--- src/design/sgps_cfg.svh ---
// Constants of the sensor and general pin status block: offsets, fields, resets.
// Assumes it is included by bare name from the package and design files.
`ifndef SGPS_CFG_SVH
`define SGPS_CFG_SVH

// ==========================================================================
// Sizes
`define SGPS_NPIN        8
`define SGPS_NGP         6
`define SGPS_AW          12
`define SGPS_IDX_W       7
`define SGPS_LINE_W      16
`define SGPS_NEV         3

// ==========================================================================
// APB word offsets (byte addresses)
`define SGPS_OFF_INDEX   12'h000
`define SGPS_OFF_DATA    12'h004
`define SGPS_OFF_ISTAT   12'h008
`define SGPS_OFF_ICLR    12'h00C
`define SGPS_OFF_IEN     12'h010

// ==========================================================================
// Indexed configuration register numbers
`define SGPS_IDX_STATUS  7'h02
`define SGPS_IDX_CMD     7'h07
`define SGPS_IDX_STOP    7'h50
`define SGPS_IDX_LINES   7'h51
`define SGPS_IDX_DIR     7'h58
`define SGPS_IDX_POL     7'h59
`define SGPS_IDX_SENS    7'h5A
`define SGPS_IDX_OUTV    7'h5B

// ==========================================================================
// Field positions
`define SGPS_GP_LSB      2
`define SGPS_STOP_PS1    0
`define SGPS_STOP_PS2    1
`define SGPS_EV_PS1      0
`define SGPS_EV_PS2      1
`define SGPS_EV_EDGE     2

// ==========================================================================
// Reset values
`define SGPS_RST_DIR     8'hE0
`define SGPS_RST_POL     8'h00
`define SGPS_RST_SENS    8'h1C
`define SGPS_RST_OUTV    8'h60
`define SGPS_RST_STOP    2'h0
`define SGPS_RST_LINES   16'h0000

`endif

--- src/design/sgps_pkg.sv ---
// Types shared by the sensor and general pin status block.
// Assumes sgps_cfg.svh is on the include path.
`include "sgps_cfg.svh"

package sgps_pkg;

    // ======================================================================
    // Motion command held by the block
    typedef enum logic [2:0] {
        SGPS_IDLE    = 3'b000,
        SGPS_FWD     = 3'b001,
        SGPS_REV     = 3'b010,
        SGPS_SCAN    = 3'b011,
        SGPS_SOFTRST = 3'b100
    } sgps_motion_e;

    // ======================================================================
    // State records
    typedef struct packed {
        logic [`SGPS_NPIN-1:0] s1;
        logic [`SGPS_NPIN-1:0] s2;
    } sgps_sync_s;

    typedef struct packed {
        logic prev;
        logic flag;
    } sgps_pin_s;

    typedef struct packed {
        logic [`SGPS_IDX_W-1:0]  index;
        logic [7:0]              dir;
        logic [7:0]              pol;
        logic [7:0]              sens;
        logic [7:0]              outv;
        sgps_motion_e            cmd;
        logic [1:0]              stopcfg;
        logic [`SGPS_LINE_W-1:0] lines;
        logic [`SGPS_LINE_W-1:0] ps2_cnt;
        logic                    ps2_run;
        logic                    ps2_late;
        logic [`SGPS_NEV-1:0]    ev_stat;
        logic [`SGPS_NEV-1:0]    ev_en;
        logic                    irq;
        logic [31:0]             prdata;
        logic                    pready;
        logic                    pslverr;
    } sgps_top_s;

endpackage : sgps_pkg

--- src/design/sgps_pin.sv ---
// One sensing input: polarity, level or edge mode, sticky edge flag.
// Assumes a synchronised pin level and a per-bit clear from a status read.
`timescale 1ns/1ps

module sgps_pin (
    input  wire logic ref_clk,
    input  wire logic rst_n,
    input  wire logic pin,
    input  wire logic pol,
    input  wire logic sens,
    input  wire logic clr,
    output logic      state,
    output logic      rise
);
    import sgps_pkg::*;

    sgps_pin_s s;
    sgps_pin_s next_s;
    logic      cond;

    // ======================================================================
    // Polarity, false-to-true detect, sticky flag where a new edge beats clear
    always_comb
    begin
        cond        = pol ? pin : ~pin;
        rise        = cond & ~s.prev;
        next_s      = s;
        next_s.prev = cond;
        next_s.flag = rise | (s.flag & ~clr);
        state       = sens ? s.flag : cond;
    end

    always_ff @(posedge ref_clk)
    begin
        if (!rst_n)
            s <= '0;
        else
            s <= next_s;
    end

endmodule : sgps_pin

--- src/design/sgps_sync.sv ---
// Two-stage synchroniser for all eight sensing pins.
// Assumes the pins are asynchronous to ref_clk.
`timescale 1ns/1ps
`include "sgps_cfg.svh"

module sgps_sync (
    input  wire logic                  ref_clk,
    input  wire logic                  rst_n,
    input  wire logic [`SGPS_NPIN-1:0] raw,
    output logic      [`SGPS_NPIN-1:0] synced
);
    import sgps_pkg::*;

    sgps_sync_s s;
    sgps_sync_s next_s;

    // ======================================================================
    // First stage feeds only the second stage
    always_comb
    begin
        next_s    = s;
        next_s.s1 = raw;
        next_s.s2 = s.s1;
    end

    always_ff @(posedge ref_clk)
    begin
        if (!rst_n)
            s <= '1; // Idle level of pulled-up pins, so no false edge follows reset
        else
            s <= next_s;
    end

    assign synced = s.s2;

endmodule : sgps_sync

--- src/design/sgps_top.sv ---
// Sensor and general pin status block with APB access to an indexed register set.
// Assumes APB master on ref_clk, pins asynchronous, line_tick and suspend on ref_clk.
//
// How it works
// [RL1] Two input-only sheet sensors and six general pins all show their state in status.
// [RL2] A direction bit of 0 makes a general pin an input and 1 makes it an output.
// [RL3] Polarity 1 makes a high pin read true, polarity 0 makes a low pin read true.
// [RL4] In level mode a status bit follows the polarity-adjusted pin continuously.
// [RL5] In edge mode a status bit is true if a false-to-true change came since the last read.
// [RL6] Reading the status register clears all edge-mode flags to false; here only the flags that the read returned as true are cleared.
// [RL7] When enabled, sheet sensor one going true stops scan, fast forward or fast reverse.
// [RL8] When enabled, sheet sensor two stops scan or fast forward and sets its bit N lines later.
// [RL9] Sheet sensor two never stops fast reverse motion.
// [RL10] An output general pin drives high for a written 1 and low for a written 0.
// [RL11] Pin settings return to defaults on reset and suspend, not on soft reset.
// [RL12] By default general pins one to three are edge inputs reporting falling edges on bits 2-4.
// [RL13] By default general pins four and five drive high and pin six drives low.
// [RL14] Software writes a register index once, then any number of data accesses use it.
// [RL15] Software does not write registers 0, 1 or 2; they are read-only here.
// [RL16] Pin registers 58-5B take writes while idle; most others only in soft reset.
// [RL17] Every input pin passes a two-stage synchroniser before any processing.
//
// Design decisions made here: the APB register port and the register offsets.
`timescale 1ns/1ps
`include "sgps_cfg.svh"

module sgps_top (
    input  wire logic                  ref_clk,
    input  wire logic                  rst_n,
    input  wire logic                  psel,
    input  wire logic                  penable,
    input  wire logic                  pwrite,
    input  wire logic [`SGPS_AW-1:0]   paddr,
    input  wire logic [31:0]           pwdata,
    output logic      [31:0]           prdata,
    output logic                       pready,
    output logic                       pslverr,
    input  wire logic                  sheet_sense1,
    input  wire logic                  sheet_sense2,
    input  wire logic [`SGPS_NGP-1:0]  gp_in,
    output logic      [`SGPS_NGP-1:0]  gp_out,
    output logic      [`SGPS_NGP-1:0]  gp_oe,
    input  wire logic                  line_tick,
    input  wire logic                  suspend,
    output sgps_pkg::sgps_motion_e     motion,
    output logic                       irq
);
    import sgps_pkg::*;

    // ======================================================================
    // Write permission by index and current command
    function automatic logic sgps_wr_ok(input logic [`SGPS_IDX_W-1:0] idx,
                                        input sgps_motion_e cmd);
        logic ok;
        ok = 1'b0;
        if (idx <= `SGPS_IDX_STATUS)
            ok = 1'b0;
        else if (idx == `SGPS_IDX_CMD)
            ok = 1'b1;
        else if (idx >= `SGPS_IDX_DIR && idx <= `SGPS_IDX_OUTV)
            ok = (cmd == SGPS_IDLE) || (cmd == SGPS_SOFTRST);
        else
            ok = (cmd == SGPS_SOFTRST);
        return ok;
    endfunction : sgps_wr_ok

    // ======================================================================
    // Declarations
    sgps_top_s             s;
    sgps_top_s             next_s;
    logic [`SGPS_NPIN-1:0] pin_s;
    logic [`SGPS_NPIN-1:0] cell_st;
    logic [`SGPS_NPIN-1:0] cell_rise;
    logic [`SGPS_NPIN-1:0] clr_mask;
    logic [7:0]            stat_vec;
    logic                  access;
    logic                  setup;
    logic                  wr_data;
    logic                  wr_ok;
    logic                  rd_status;
    logic                  ps1_stop;
    logic                  ps2_done;
    logic                  moving_fwd;
    logic [`SGPS_NEV-1:0]  ev_set;
    logic [31:0]           rd_val;
    logic                  map_hit;

    // ======================================================================
    // Pin synchronisers and per-pin processing
    sgps_sync u_sync (
        .ref_clk (ref_clk),
        .rst_n   (rst_n),
        .raw     ({gp_in, sheet_sense2, sheet_sense1}), // [RL17]
        .synced  (pin_s)
    );

    genvar gi;
    generate
        for (gi = 0; gi < `SGPS_NPIN; gi++)
        begin : g_pin
            sgps_pin u_pin (
                .ref_clk (ref_clk),
                .rst_n   (rst_n),
                .pin     (pin_s[gi]),
                .pol     (s.pol[gi]),
                .sens    (s.sens[gi]),
                .clr     (clr_mask[gi]),
                .state   (cell_st[gi]),
                .rise    (cell_rise[gi])
            );
        end
    endgenerate

    // ======================================================================
    // Bus phase decode; pready is a flop, so accesses finish with no wait
    always_comb
    begin
        setup     = psel & ~penable;
        access    = psel & penable & s.pready;
        wr_data   = access & pwrite & (paddr == `SGPS_OFF_DATA);
        wr_ok     = sgps_wr_ok(s.index, s.cmd);
        rd_status = access & ~pwrite & (paddr == `SGPS_OFF_DATA)
                    & (s.index == `SGPS_IDX_STATUS);
        // Only the bits actually returned are cleared, so a late edge survives
        clr_mask  = rd_status ? s.prdata[7:0] : 8'h00; // [RL6]
    end

    // ======================================================================
    // Status word: sensor two shows its delayed flag when its stop is armed
    always_comb
    begin
        stat_vec    = cell_st; // [RL1]
        stat_vec[1] = s.stopcfg[`SGPS_STOP_PS2] ? s.ps2_late : cell_st[1]; // [RL8]
        stat_vec[`SGPS_GP_LSB-1:0] = stat_vec[`SGPS_GP_LSB-1:0];
    end

    // ======================================================================
    // Motion stop conditions
    always_comb
    begin
        moving_fwd = (s.cmd == SGPS_SCAN) || (s.cmd == SGPS_FWD);
        ps1_stop   = cell_rise[0] & s.stopcfg[`SGPS_STOP_PS1]
                     & (moving_fwd || (s.cmd == SGPS_REV)); // [RL7]
        ps2_done   = s.ps2_run & (s.ps2_cnt == '0);
        ev_set     = '0;
        ev_set[`SGPS_EV_PS1]  = ps1_stop;
        ev_set[`SGPS_EV_PS2]  = ps2_done;
        ev_set[`SGPS_EV_EDGE] = |(cell_rise & s.sens);
    end

    // ======================================================================
    // Read mux for the setup phase; unmapped offsets read zero with an error
    always_comb
    begin
        rd_val  = 32'h0000_0000;
        map_hit = 1'b1;
        case (paddr)
            `SGPS_OFF_INDEX: rd_val[`SGPS_IDX_W-1:0] = s.index;
            `SGPS_OFF_ISTAT: rd_val[`SGPS_NEV-1:0] = s.ev_stat;
            `SGPS_OFF_ICLR:  rd_val = 32'h0000_0000;
            `SGPS_OFF_IEN:   rd_val[`SGPS_NEV-1:0] = s.ev_en;
            `SGPS_OFF_DATA:
            begin
                case (s.index)
                    `SGPS_IDX_STATUS: rd_val[7:0] = stat_vec; // [RL1]
                    `SGPS_IDX_CMD:    rd_val[2:0] = s.cmd;
                    `SGPS_IDX_STOP:   rd_val[1:0] = s.stopcfg;
                    `SGPS_IDX_LINES:  rd_val[`SGPS_LINE_W-1:0] = s.lines;
                    `SGPS_IDX_DIR:    rd_val[7:0] = s.dir;
                    `SGPS_IDX_POL:    rd_val[7:0] = s.pol;
                    `SGPS_IDX_SENS:   rd_val[7:0] = s.sens;
                    `SGPS_IDX_OUTV:   rd_val[7:0] = s.outv;
                    default:          rd_val = 32'h0000_0000;
                endcase
            end
            default: map_hit = 1'b0;
        endcase
    end

    // ======================================================================
    // Next state
    always_comb
    begin
        next_s        = s;
        next_s.pready = 1'b1;

        // Answer is prepared in setup so it is ready in the access phase
        if (setup)
        begin
            next_s.prdata  = rd_val;
            next_s.pslverr = ~map_hit;
        end

        // Index write selects the register for all following data accesses
        if (access & pwrite & (paddr == `SGPS_OFF_INDEX))
            next_s.index = pwdata[`SGPS_IDX_W-1:0]; // [RL14]

        // Sensor two delay counter counts whole lines after its pin goes true
        if (cell_rise[1] & s.stopcfg[`SGPS_STOP_PS2])
        begin
            next_s.ps2_run = 1'b1;
            next_s.ps2_cnt = s.lines;
        end
        else if (ps2_done)
            next_s.ps2_run = 1'b0;
        else if (s.ps2_run & line_tick)
            next_s.ps2_cnt = s.ps2_cnt - 1'b1;

        if (ps2_done)
            next_s.ps2_late = 1'b1; // [RL8]
        else if (clr_mask[1])
            next_s.ps2_late = 1'b0;

        // Sensor stops act on the running command; reverse is immune to sensor two
        if (ps1_stop)
            next_s.cmd = SGPS_IDLE; // [RL7]
        else if (ps2_done & moving_fwd)
            next_s.cmd = SGPS_IDLE; // [RL8] [RL9]

        // Data writes, gated by the current command
        if (wr_data & wr_ok) // [RL16] [RL15]
        begin
            case (s.index)
                `SGPS_IDX_CMD:
                begin
                    case (pwdata[2:0])
                        3'h1:    next_s.cmd = SGPS_FWD;
                        3'h2:    next_s.cmd = SGPS_REV;
                        3'h3:    next_s.cmd = SGPS_SCAN;
                        3'h4:    next_s.cmd = SGPS_SOFTRST;
                        default: next_s.cmd = SGPS_IDLE;
                    endcase
                end
                `SGPS_IDX_STOP:  next_s.stopcfg = pwdata[1:0];
                `SGPS_IDX_LINES: next_s.lines = pwdata[`SGPS_LINE_W-1:0];
                // Sheet sensors are inputs only, so their direction bits stay zero
                `SGPS_IDX_DIR:   next_s.dir = {pwdata[7:`SGPS_GP_LSB], 2'h0}; // [RL2]
                `SGPS_IDX_POL:   next_s.pol = pwdata[7:0]; // [RL3]
                `SGPS_IDX_SENS:  next_s.sens = pwdata[7:0]; // [RL4] [RL5]
                `SGPS_IDX_OUTV:  next_s.outv = {pwdata[7:`SGPS_GP_LSB], 2'h0}; // [RL10]
                default:         next_s.index = s.index;
            endcase
        end

        // Suspend holds pin settings at their defaults; soft reset does not touch them
        if (suspend)
        begin
            next_s.dir  = `SGPS_RST_DIR;  // [RL11]
            next_s.pol  = `SGPS_RST_POL;
            next_s.sens = `SGPS_RST_SENS;
            next_s.outv = `SGPS_RST_OUTV;
        end

        // Interrupt events: set wins over a clear in the same cycle
        next_s.ev_stat = s.ev_stat;
        if (access & pwrite & (paddr == `SGPS_OFF_ICLR))
            next_s.ev_stat = s.ev_stat & ~pwdata[`SGPS_NEV-1:0];
        next_s.ev_stat = next_s.ev_stat | ev_set;
        if (access & pwrite & (paddr == `SGPS_OFF_IEN))
            next_s.ev_en = pwdata[`SGPS_NEV-1:0];
        next_s.irq = |(next_s.ev_stat & next_s.ev_en);
    end

    // ======================================================================
    // State register
    always_ff @(posedge ref_clk)
    begin
        if (!rst_n)
        begin
            s         <= '0;
            s.dir     <= `SGPS_RST_DIR;  // [RL11] [RL12] [RL13]
            s.pol     <= `SGPS_RST_POL;
            s.sens    <= `SGPS_RST_SENS;
            s.outv    <= `SGPS_RST_OUTV;
            s.stopcfg <= `SGPS_RST_STOP;
            s.lines   <= `SGPS_RST_LINES;
            s.cmd     <= SGPS_IDLE;
        end
        else
            s <= next_s;
    end

    // ======================================================================
    // Outputs, all straight from flops
    assign prdata  = s.prdata;
    assign pready  = s.pready;
    assign pslverr = s.pslverr;
    assign gp_out  = s.outv[7:`SGPS_GP_LSB]; // [RL10]
    assign gp_oe   = s.dir[7:`SGPS_GP_LSB];  // [RL2]
    assign motion  = s.cmd;
    assign irq     = s.irq;
endmodule : sgps_top

--- config.mk ---
export PLATFORM = sky130hd
export DESIGN_NAME = sgps_top
export DESIGN_NICKNAME = d
export VERILOG_FILES = /design/src/design/sgps_pkg.sv /design/src/design/sgps_pin.sv /design/src/design/sgps_sync.sv /design/src/design/sgps_top.sv
export VERILOG_INCLUDE_DIRS = /design/src /design/src/design
export SDC_FILE = /design/constraint.sdc
export NUM_CORES = 1
export LEC_CHECK = 0
export BUFFER_PORTS_ARGS = -buffer_cell sky130_fd_sc_hd__buf_4
export CORE_MARGIN = 2
export CORE_UTILIZATION = 40
export DETAILED_ROUTE_END_ITERATION = 10
export SLEW_MARGIN = 25
export SYNTH_ARGS = -nofsm -noshare
export SYNTH_HDL_FRONTEND = slang
export SYNTH_SLANG_ARGS = --single-unit
--- constraint.sdc ---
create_clock -name ref_clk -period 2.54 [get_ports ref_clk]
set_input_delay 0.381 -clock ref_clk [delete_from_list [all_inputs] [get_ports ref_clk]]
set_output_delay 0.381 -clock ref_clk [all_outputs]
set_load 0.05 [all_outputs]
==> Word-level counts from Yosys, hierarchy flattened <==
Index checks and enable logic that the tools add are counted.
{ "totals": {"regBits": 147, "latch_bits": 0, "ramBits": 0, "romBits": 0, "inputBits": 59, "out_inout_bits": 50, "wordCells": 210, "n_memories": 0} }
{ "classes": {"add_sub_neg": 1, "n_mul": 0, "div_mod_pow": 0, "order_cmp": 3, "eq_ne": 22, "shifts": 0, "muxes": 52, "bitwise_logic": 75, "reduce_logical": 22} }
{ "ops": {"columns": ["cell", "n"], "rows": [
  ["two-way mux 60 bit", 1],
  ["two-way mux 16 bit", 3],
  ["two-way mux 8 bit", 6],
  ["equality test 7 bit, second input constant", 6],
  ["bitwise AND 1 bit", 34],
  ["case mux 5 bit (6 select lines)", 1],
  ["inverter 1 bit", 28],
  ["two-way mux 1 bit", 25],
  ["equality test 12 x 4 -> 1 bit, second input constant", 2],
  ["case mux 3 bit (4 select lines)", 2],
  ["two-way mux 17 bit", 1],
  ["zero test 16 bit", 1],
  ["subtractor 16 x 1 -> 16 bit, second input constant", 1],
  ["two-way mux 3 bit", 5],
  ["two-way mux 7 bit", 2],
  ["AND reduction 2 bit", 7],
  ["equality test 12 x 3 -> 1 bit, second input constant", 1],
  ["equality test 12 x 5 -> 1 bit, second input constant", 1],
  ["equality test 3 x 2 -> 1 bit, second input constant", 4],
  ["zero test 12 bit", 1],
  ["case mux 2 bit (6 select lines)", 1],
  ["two-way mux 9 bit", 1],
  ["bitwise AND 8 bit", 1],
  ["bitwise OR 1 bit", 8],
  ["24 further kinds", 32]
]} }

==> Longest topological paths before layout <==
{ "depth": {"word_depth": 9, "ltp_mapped": 8, "ltp_nobuf": 6} }

==> Hierarchy <==
Synthesis repeated with hierarchy kept, for this count alone.
{ "hier_totals": {"cells_unflattened": 730, "area_unflattened_um2": 6580.1} }
{ "modules_own_cells": {"columns": ["module", "instances", "cells_each", "area_per_inst_um2", "seq_area_each_um2"], "rows": [
  ["sgps_top", 1, 617, 5377.7, 1981.9],
  ["sgps_pin", 8, 10, 96.3, 40.0],
  ["sgps_sync", 1, 33, 431.7, 320.3]
]} }

==> Worst setup path before layout <==
Ideal clock, no wire load.
{ "synth_path": {"path_type": "register to register", "startpoint": "register s, in the netlist pready", "endpoint": "register s[64] in the netlist's numbering", "setup_time_ns": 0.126, "arrival_ns": 2.254, "required_time_ns": 2.414, "path_slack_ns": 0.160, "stages_incl_launch_ff": 8, "n_path_buf": 2, "period_less_slack_ns": 2.380, "path_cell_list": "dfxtp_1 and4_1 clkbuf_1 o31ai_1 nor2_1 nand3_1 buf_2 mux2i_1"} }
{ "synth_between": {"elab_chain_len": 5} }
{ "synth_lines": {"columns": ["item", "line_no", "text"], "rows": [
  ["start, declared", "sgps_top.sv:69", "sgps_top_s s;"],
  ["start signal, assigned", "sgps_top.sv:280", "s <= next_s;"],
  ["bitwise AND 1 bit", "sgps_top.sv:119", "access = psel & penable & s.pready;"],
  ["bitwise AND 1 bit (2 in series)", "sgps_top.sv:120", "wr_data = access & pwrite & (paddr == `SGPS_OFF_DATA);"],
  ["bitwise AND 1 bit", "sgps_top.sv:221", "if (wr_data & wr_ok)"],
  ["AND reduction 2 bit (no line)", null, null]
]} }
No other way between the ends.
A chain may end at the register's enable or synchronous reset.

==> Worst setup path in the final report <==
{ "layout_path": {"startpoint": "register s[47] in the netlist's numbering", "endpoint": "register s[55] in the netlist's numbering"} }
{ "layout_between": {"elab_chain_len": 4, "word_cells_on_any_way": 8, "classes_between": "add/sub: 1; eq/ne: 1; mux: 3; bitwise: 1; reduce/logical: 2"} }
{ "layout_lines": {"columns": ["item", "line_no"], "rows": [
  ["subtractor 16 x 1 -> 16 bit or zero test 16 bit (tied branches)", "sgps_top.sv:207, sgps_top.sv:144"],
  ["two-way mux 16 bit or bitwise AND 1 bit (tied branches)", "sgps_top.sv:206, sgps_top.sv:144"],
  ["two-way mux 16 bit or != test 2 x 1 -> 1 bit (tied branches)", null],
  ["two-way mux 17 bit or AND reduction 2 bit (tied branches)", null]
]} }
Several ways; a longest one is shown, not always the timed one. The select of a mux whose other input is x is not followed.

==> flow_summary.ini <==
[place]
preCtsSetupSlack_ns = 0.140
place_inst = 980
place_congestion = 0.911
numPortBuffers = 76
hpwl_mm = 13.0

[timing]
worst_pin_slew_ns = 0.575
fin_crit_sh = 0.908
max_freq_ghz = 0.433
finalMaxSlewViolations = 0
fin_ws_ns = 0.233
rsz0062_at_grt = no
fin_worst_skew_ns = 0.00722
timing_hold_violations_final = 0
finalSetupViolations = 0
setup-tns-final_ns = 0
period_needed_ns = 2.31
timing.slew.headroom = 0.612

[floorplanning]
placementRows = 46
die_area_mm2 = 0.0171
die_h_um = 131
initial_core_util = 0.407
core-area_mm2 = 0.0158
die_x_um = 131
io_pins = 109

[setup_path]
crit_fanout = 6
regToRegSetupSlack_ns = 0.23
arrival_ns = 2.65
crit_type = flip-flop to flip-flop
critPathLaunchType = flip-flop
timing.rr.end = s[55]
r2r_start = s[47]
cp-end-kind = flip-flop
cp.required_ns = 2.88
reg2reg_depth = 5

[route]
wl_mm = 17.9
drt_first_pass_iters = 5
first_iter_violations = 459
wl_per_cell_um = 17.7
vias = 5502
antenna_left = 0
drc = 0
via_per_inst = 5.44

[final_layout]
final_cell_count_no_fill = 1012
mostFrequentLayoutCells = dfxtp_1, buf_4, nand2_1, mux2i_1, nor2_1
antenna_cells = 0
nFillCells = 1540
area_growth_pct = 19.4
final_common_cell = dfxtp_1
fin_nets = 844
drive_above_1_share = 0.192
post-route-util = 0.486

[hold_path]
min_path_cells = 2
hp-class = input port to flip-flop
min_to = u_sync.next_s[3]
hold_start = gp_in[1]

[clock_network]
clk_pin_slew_worst_paths_ns = 0.06
cts_resized = 0
htreeDepth = 4
clock_path_buffers = 2
cts_tree = yes
root_buffer = clkbuf_16
cts_buffers = 17
post-cts-setup-buffers = 0
clk_latency_ns = 0.42
cts_sinks = 131
cts_hold_buf = 0

[logic_synthesis]
yosysSeqAreaShare = 0.408
synth_edf_count = 0
avgSynthCellArea_um2 = 8.75
synth_top_flop_cell = dfxtp_1
synth_area_mm2 = 0.00642
synth-async-reset-ratio = 0
ys_warn_count = 0
ys_ff_latch = 131
synth.distinct_cells = 66
synthCells = 734

[grt]
grt_antenna_before_repair = 0
grt_pass1_vias = 5303
grt_pass1_wl_mm = 28.1
track_usage = 0.215
overflow = 0
grt_max_degree = 51

[flow_run]
cap_violations = 0

[outcome]
status = completed

[power_and_ir_drop]
power_w = 0.00500
leakagePower_nw = 3.10
ir_worst_vdd_mv = 0.414
powerDensity_mw_per_mm2 = 652
-- cells in the mapped netlist (5+ instances only) --
master	number	area [um2]
a21boi_0	9	67.6
a21oi_1	27	135
a22oi_1	12	90.1
a31oi_1	12	75.1
and2_1	8	50.1
and3_1	10	62.6
buf_4	47	353
clkbuf_1	35	131
dfxtp_1	131	2620
inv_1	14	52.6
mux2i_1	60	601
nand2_1	82	308
nand2b_1	21	131
nand3_1	16	80.1
nand4_1	8	50.1
nor2_1	52	195
nor2b_1	5	31.3
nor3_1	12	60.1
nor3b_1	6	45.0
nor4_1	8	50.1
o211ai_1	6	45.0
o21a_1	10	75.1
o21ai_0	27	135
o31ai_1	6	45.0
o41ai_1	5	43.8
or3_1	6	37.5
xnor2_1	10	87.6
xor2_1	8	70.1
-- power breakdown --
group / total [W] / switching [W] / internal [W]
Clock: 0.00262 / 0.000926 / 0.00170
Combinational: 0.000280 / 0.000187 / 0.0000929
Sequential: 0.00209 / 0.0000129 / 0.00208
Total: 0.00500 / 0.00113 / 0.00387
-- layout make-up --
| type | instances | area, um2 | area share |
|---|---|---|---|
| inverter | 15 | 56.3 | 0.00734 |
| timing repair buffer | 105 | 801 | 0.104 |
| sequential | 131 | 2620 | 0.342 |
| clock buffer | 20 | 457 | 0.0596 |
| tap | 216 | 270 | 0.0352 |
| clock inverter | 12 | 180 | 0.0235 |
| multi-input combinational | 513 | 3280 | 0.428 |
-- cells by family after synthesis --
kind of cell	Yosys count	synth area share
and+or+nand+nor	261	0.207
other	1	0.000584
DFF	131	0.408
buffers and inverters	105	0.0896
muxes	66	0.108
AOI/OAI and AO/OA	149	0.156
adders and majority gates	3	0.00546
xor gates and xnor gates	18	0.0246
-- through the flow --
step / instance area (um2) / hold slack (ns)
global route: 7670 / 0.128
finish: 7670 / 0.138
floorplan: 6480 / 0.386
detailed placement: 7030 / 0.396
CTS: 7670 / 0.127
global placement: 7030 / 0.391
-- how the worst max path moves through the flow --
stage / from / end / slack [ns] / cells past startpoint
2_1_floorplan: pready / s[64] / 0.16 / 7
3_3_place_gp: paddr[9] / gp_oe[5] / 0.17 / 7
3_5_place_dp: paddr[9] / gp_oe[2] / 0.14 / 7
4_1_cts: s[47] / s[55] / 0.23 / 5
5_1_grt: s[47] / s[55] / 0.13 / 5
6_report: s[47] / s[55] / 0.23 / 5
-- sequential cells by signal, summed over array words and instances (netlist names) --
name,flops
g_pin.u_pin.s,16
gp_oe,6
gp_out,6
irq,1
motion,3
prdata,16
pready,1
pslverr,1
s,65
u_sync.next_s,8
u_sync.synced,8
-- worst max-delay path, cell delays in order (launching register included) --
cell and delay, ns:
dfxtp_1 0.35, or4_4 0.56, or3_1 0.34, or3_4 0.39
or4_1 0.41, a31oi_1 0.18
-- per-layer routing --
layer,up-vias,global-route usage,routed length [um]
met2,189,0.351,8530
met3,31,0.0485,944
li1,2668,-,-
met5,-,0,0
met4,0,0.0738,413
met1,2614,0.282,7980
Note: power is estimated with default switching activity, not from simulation.
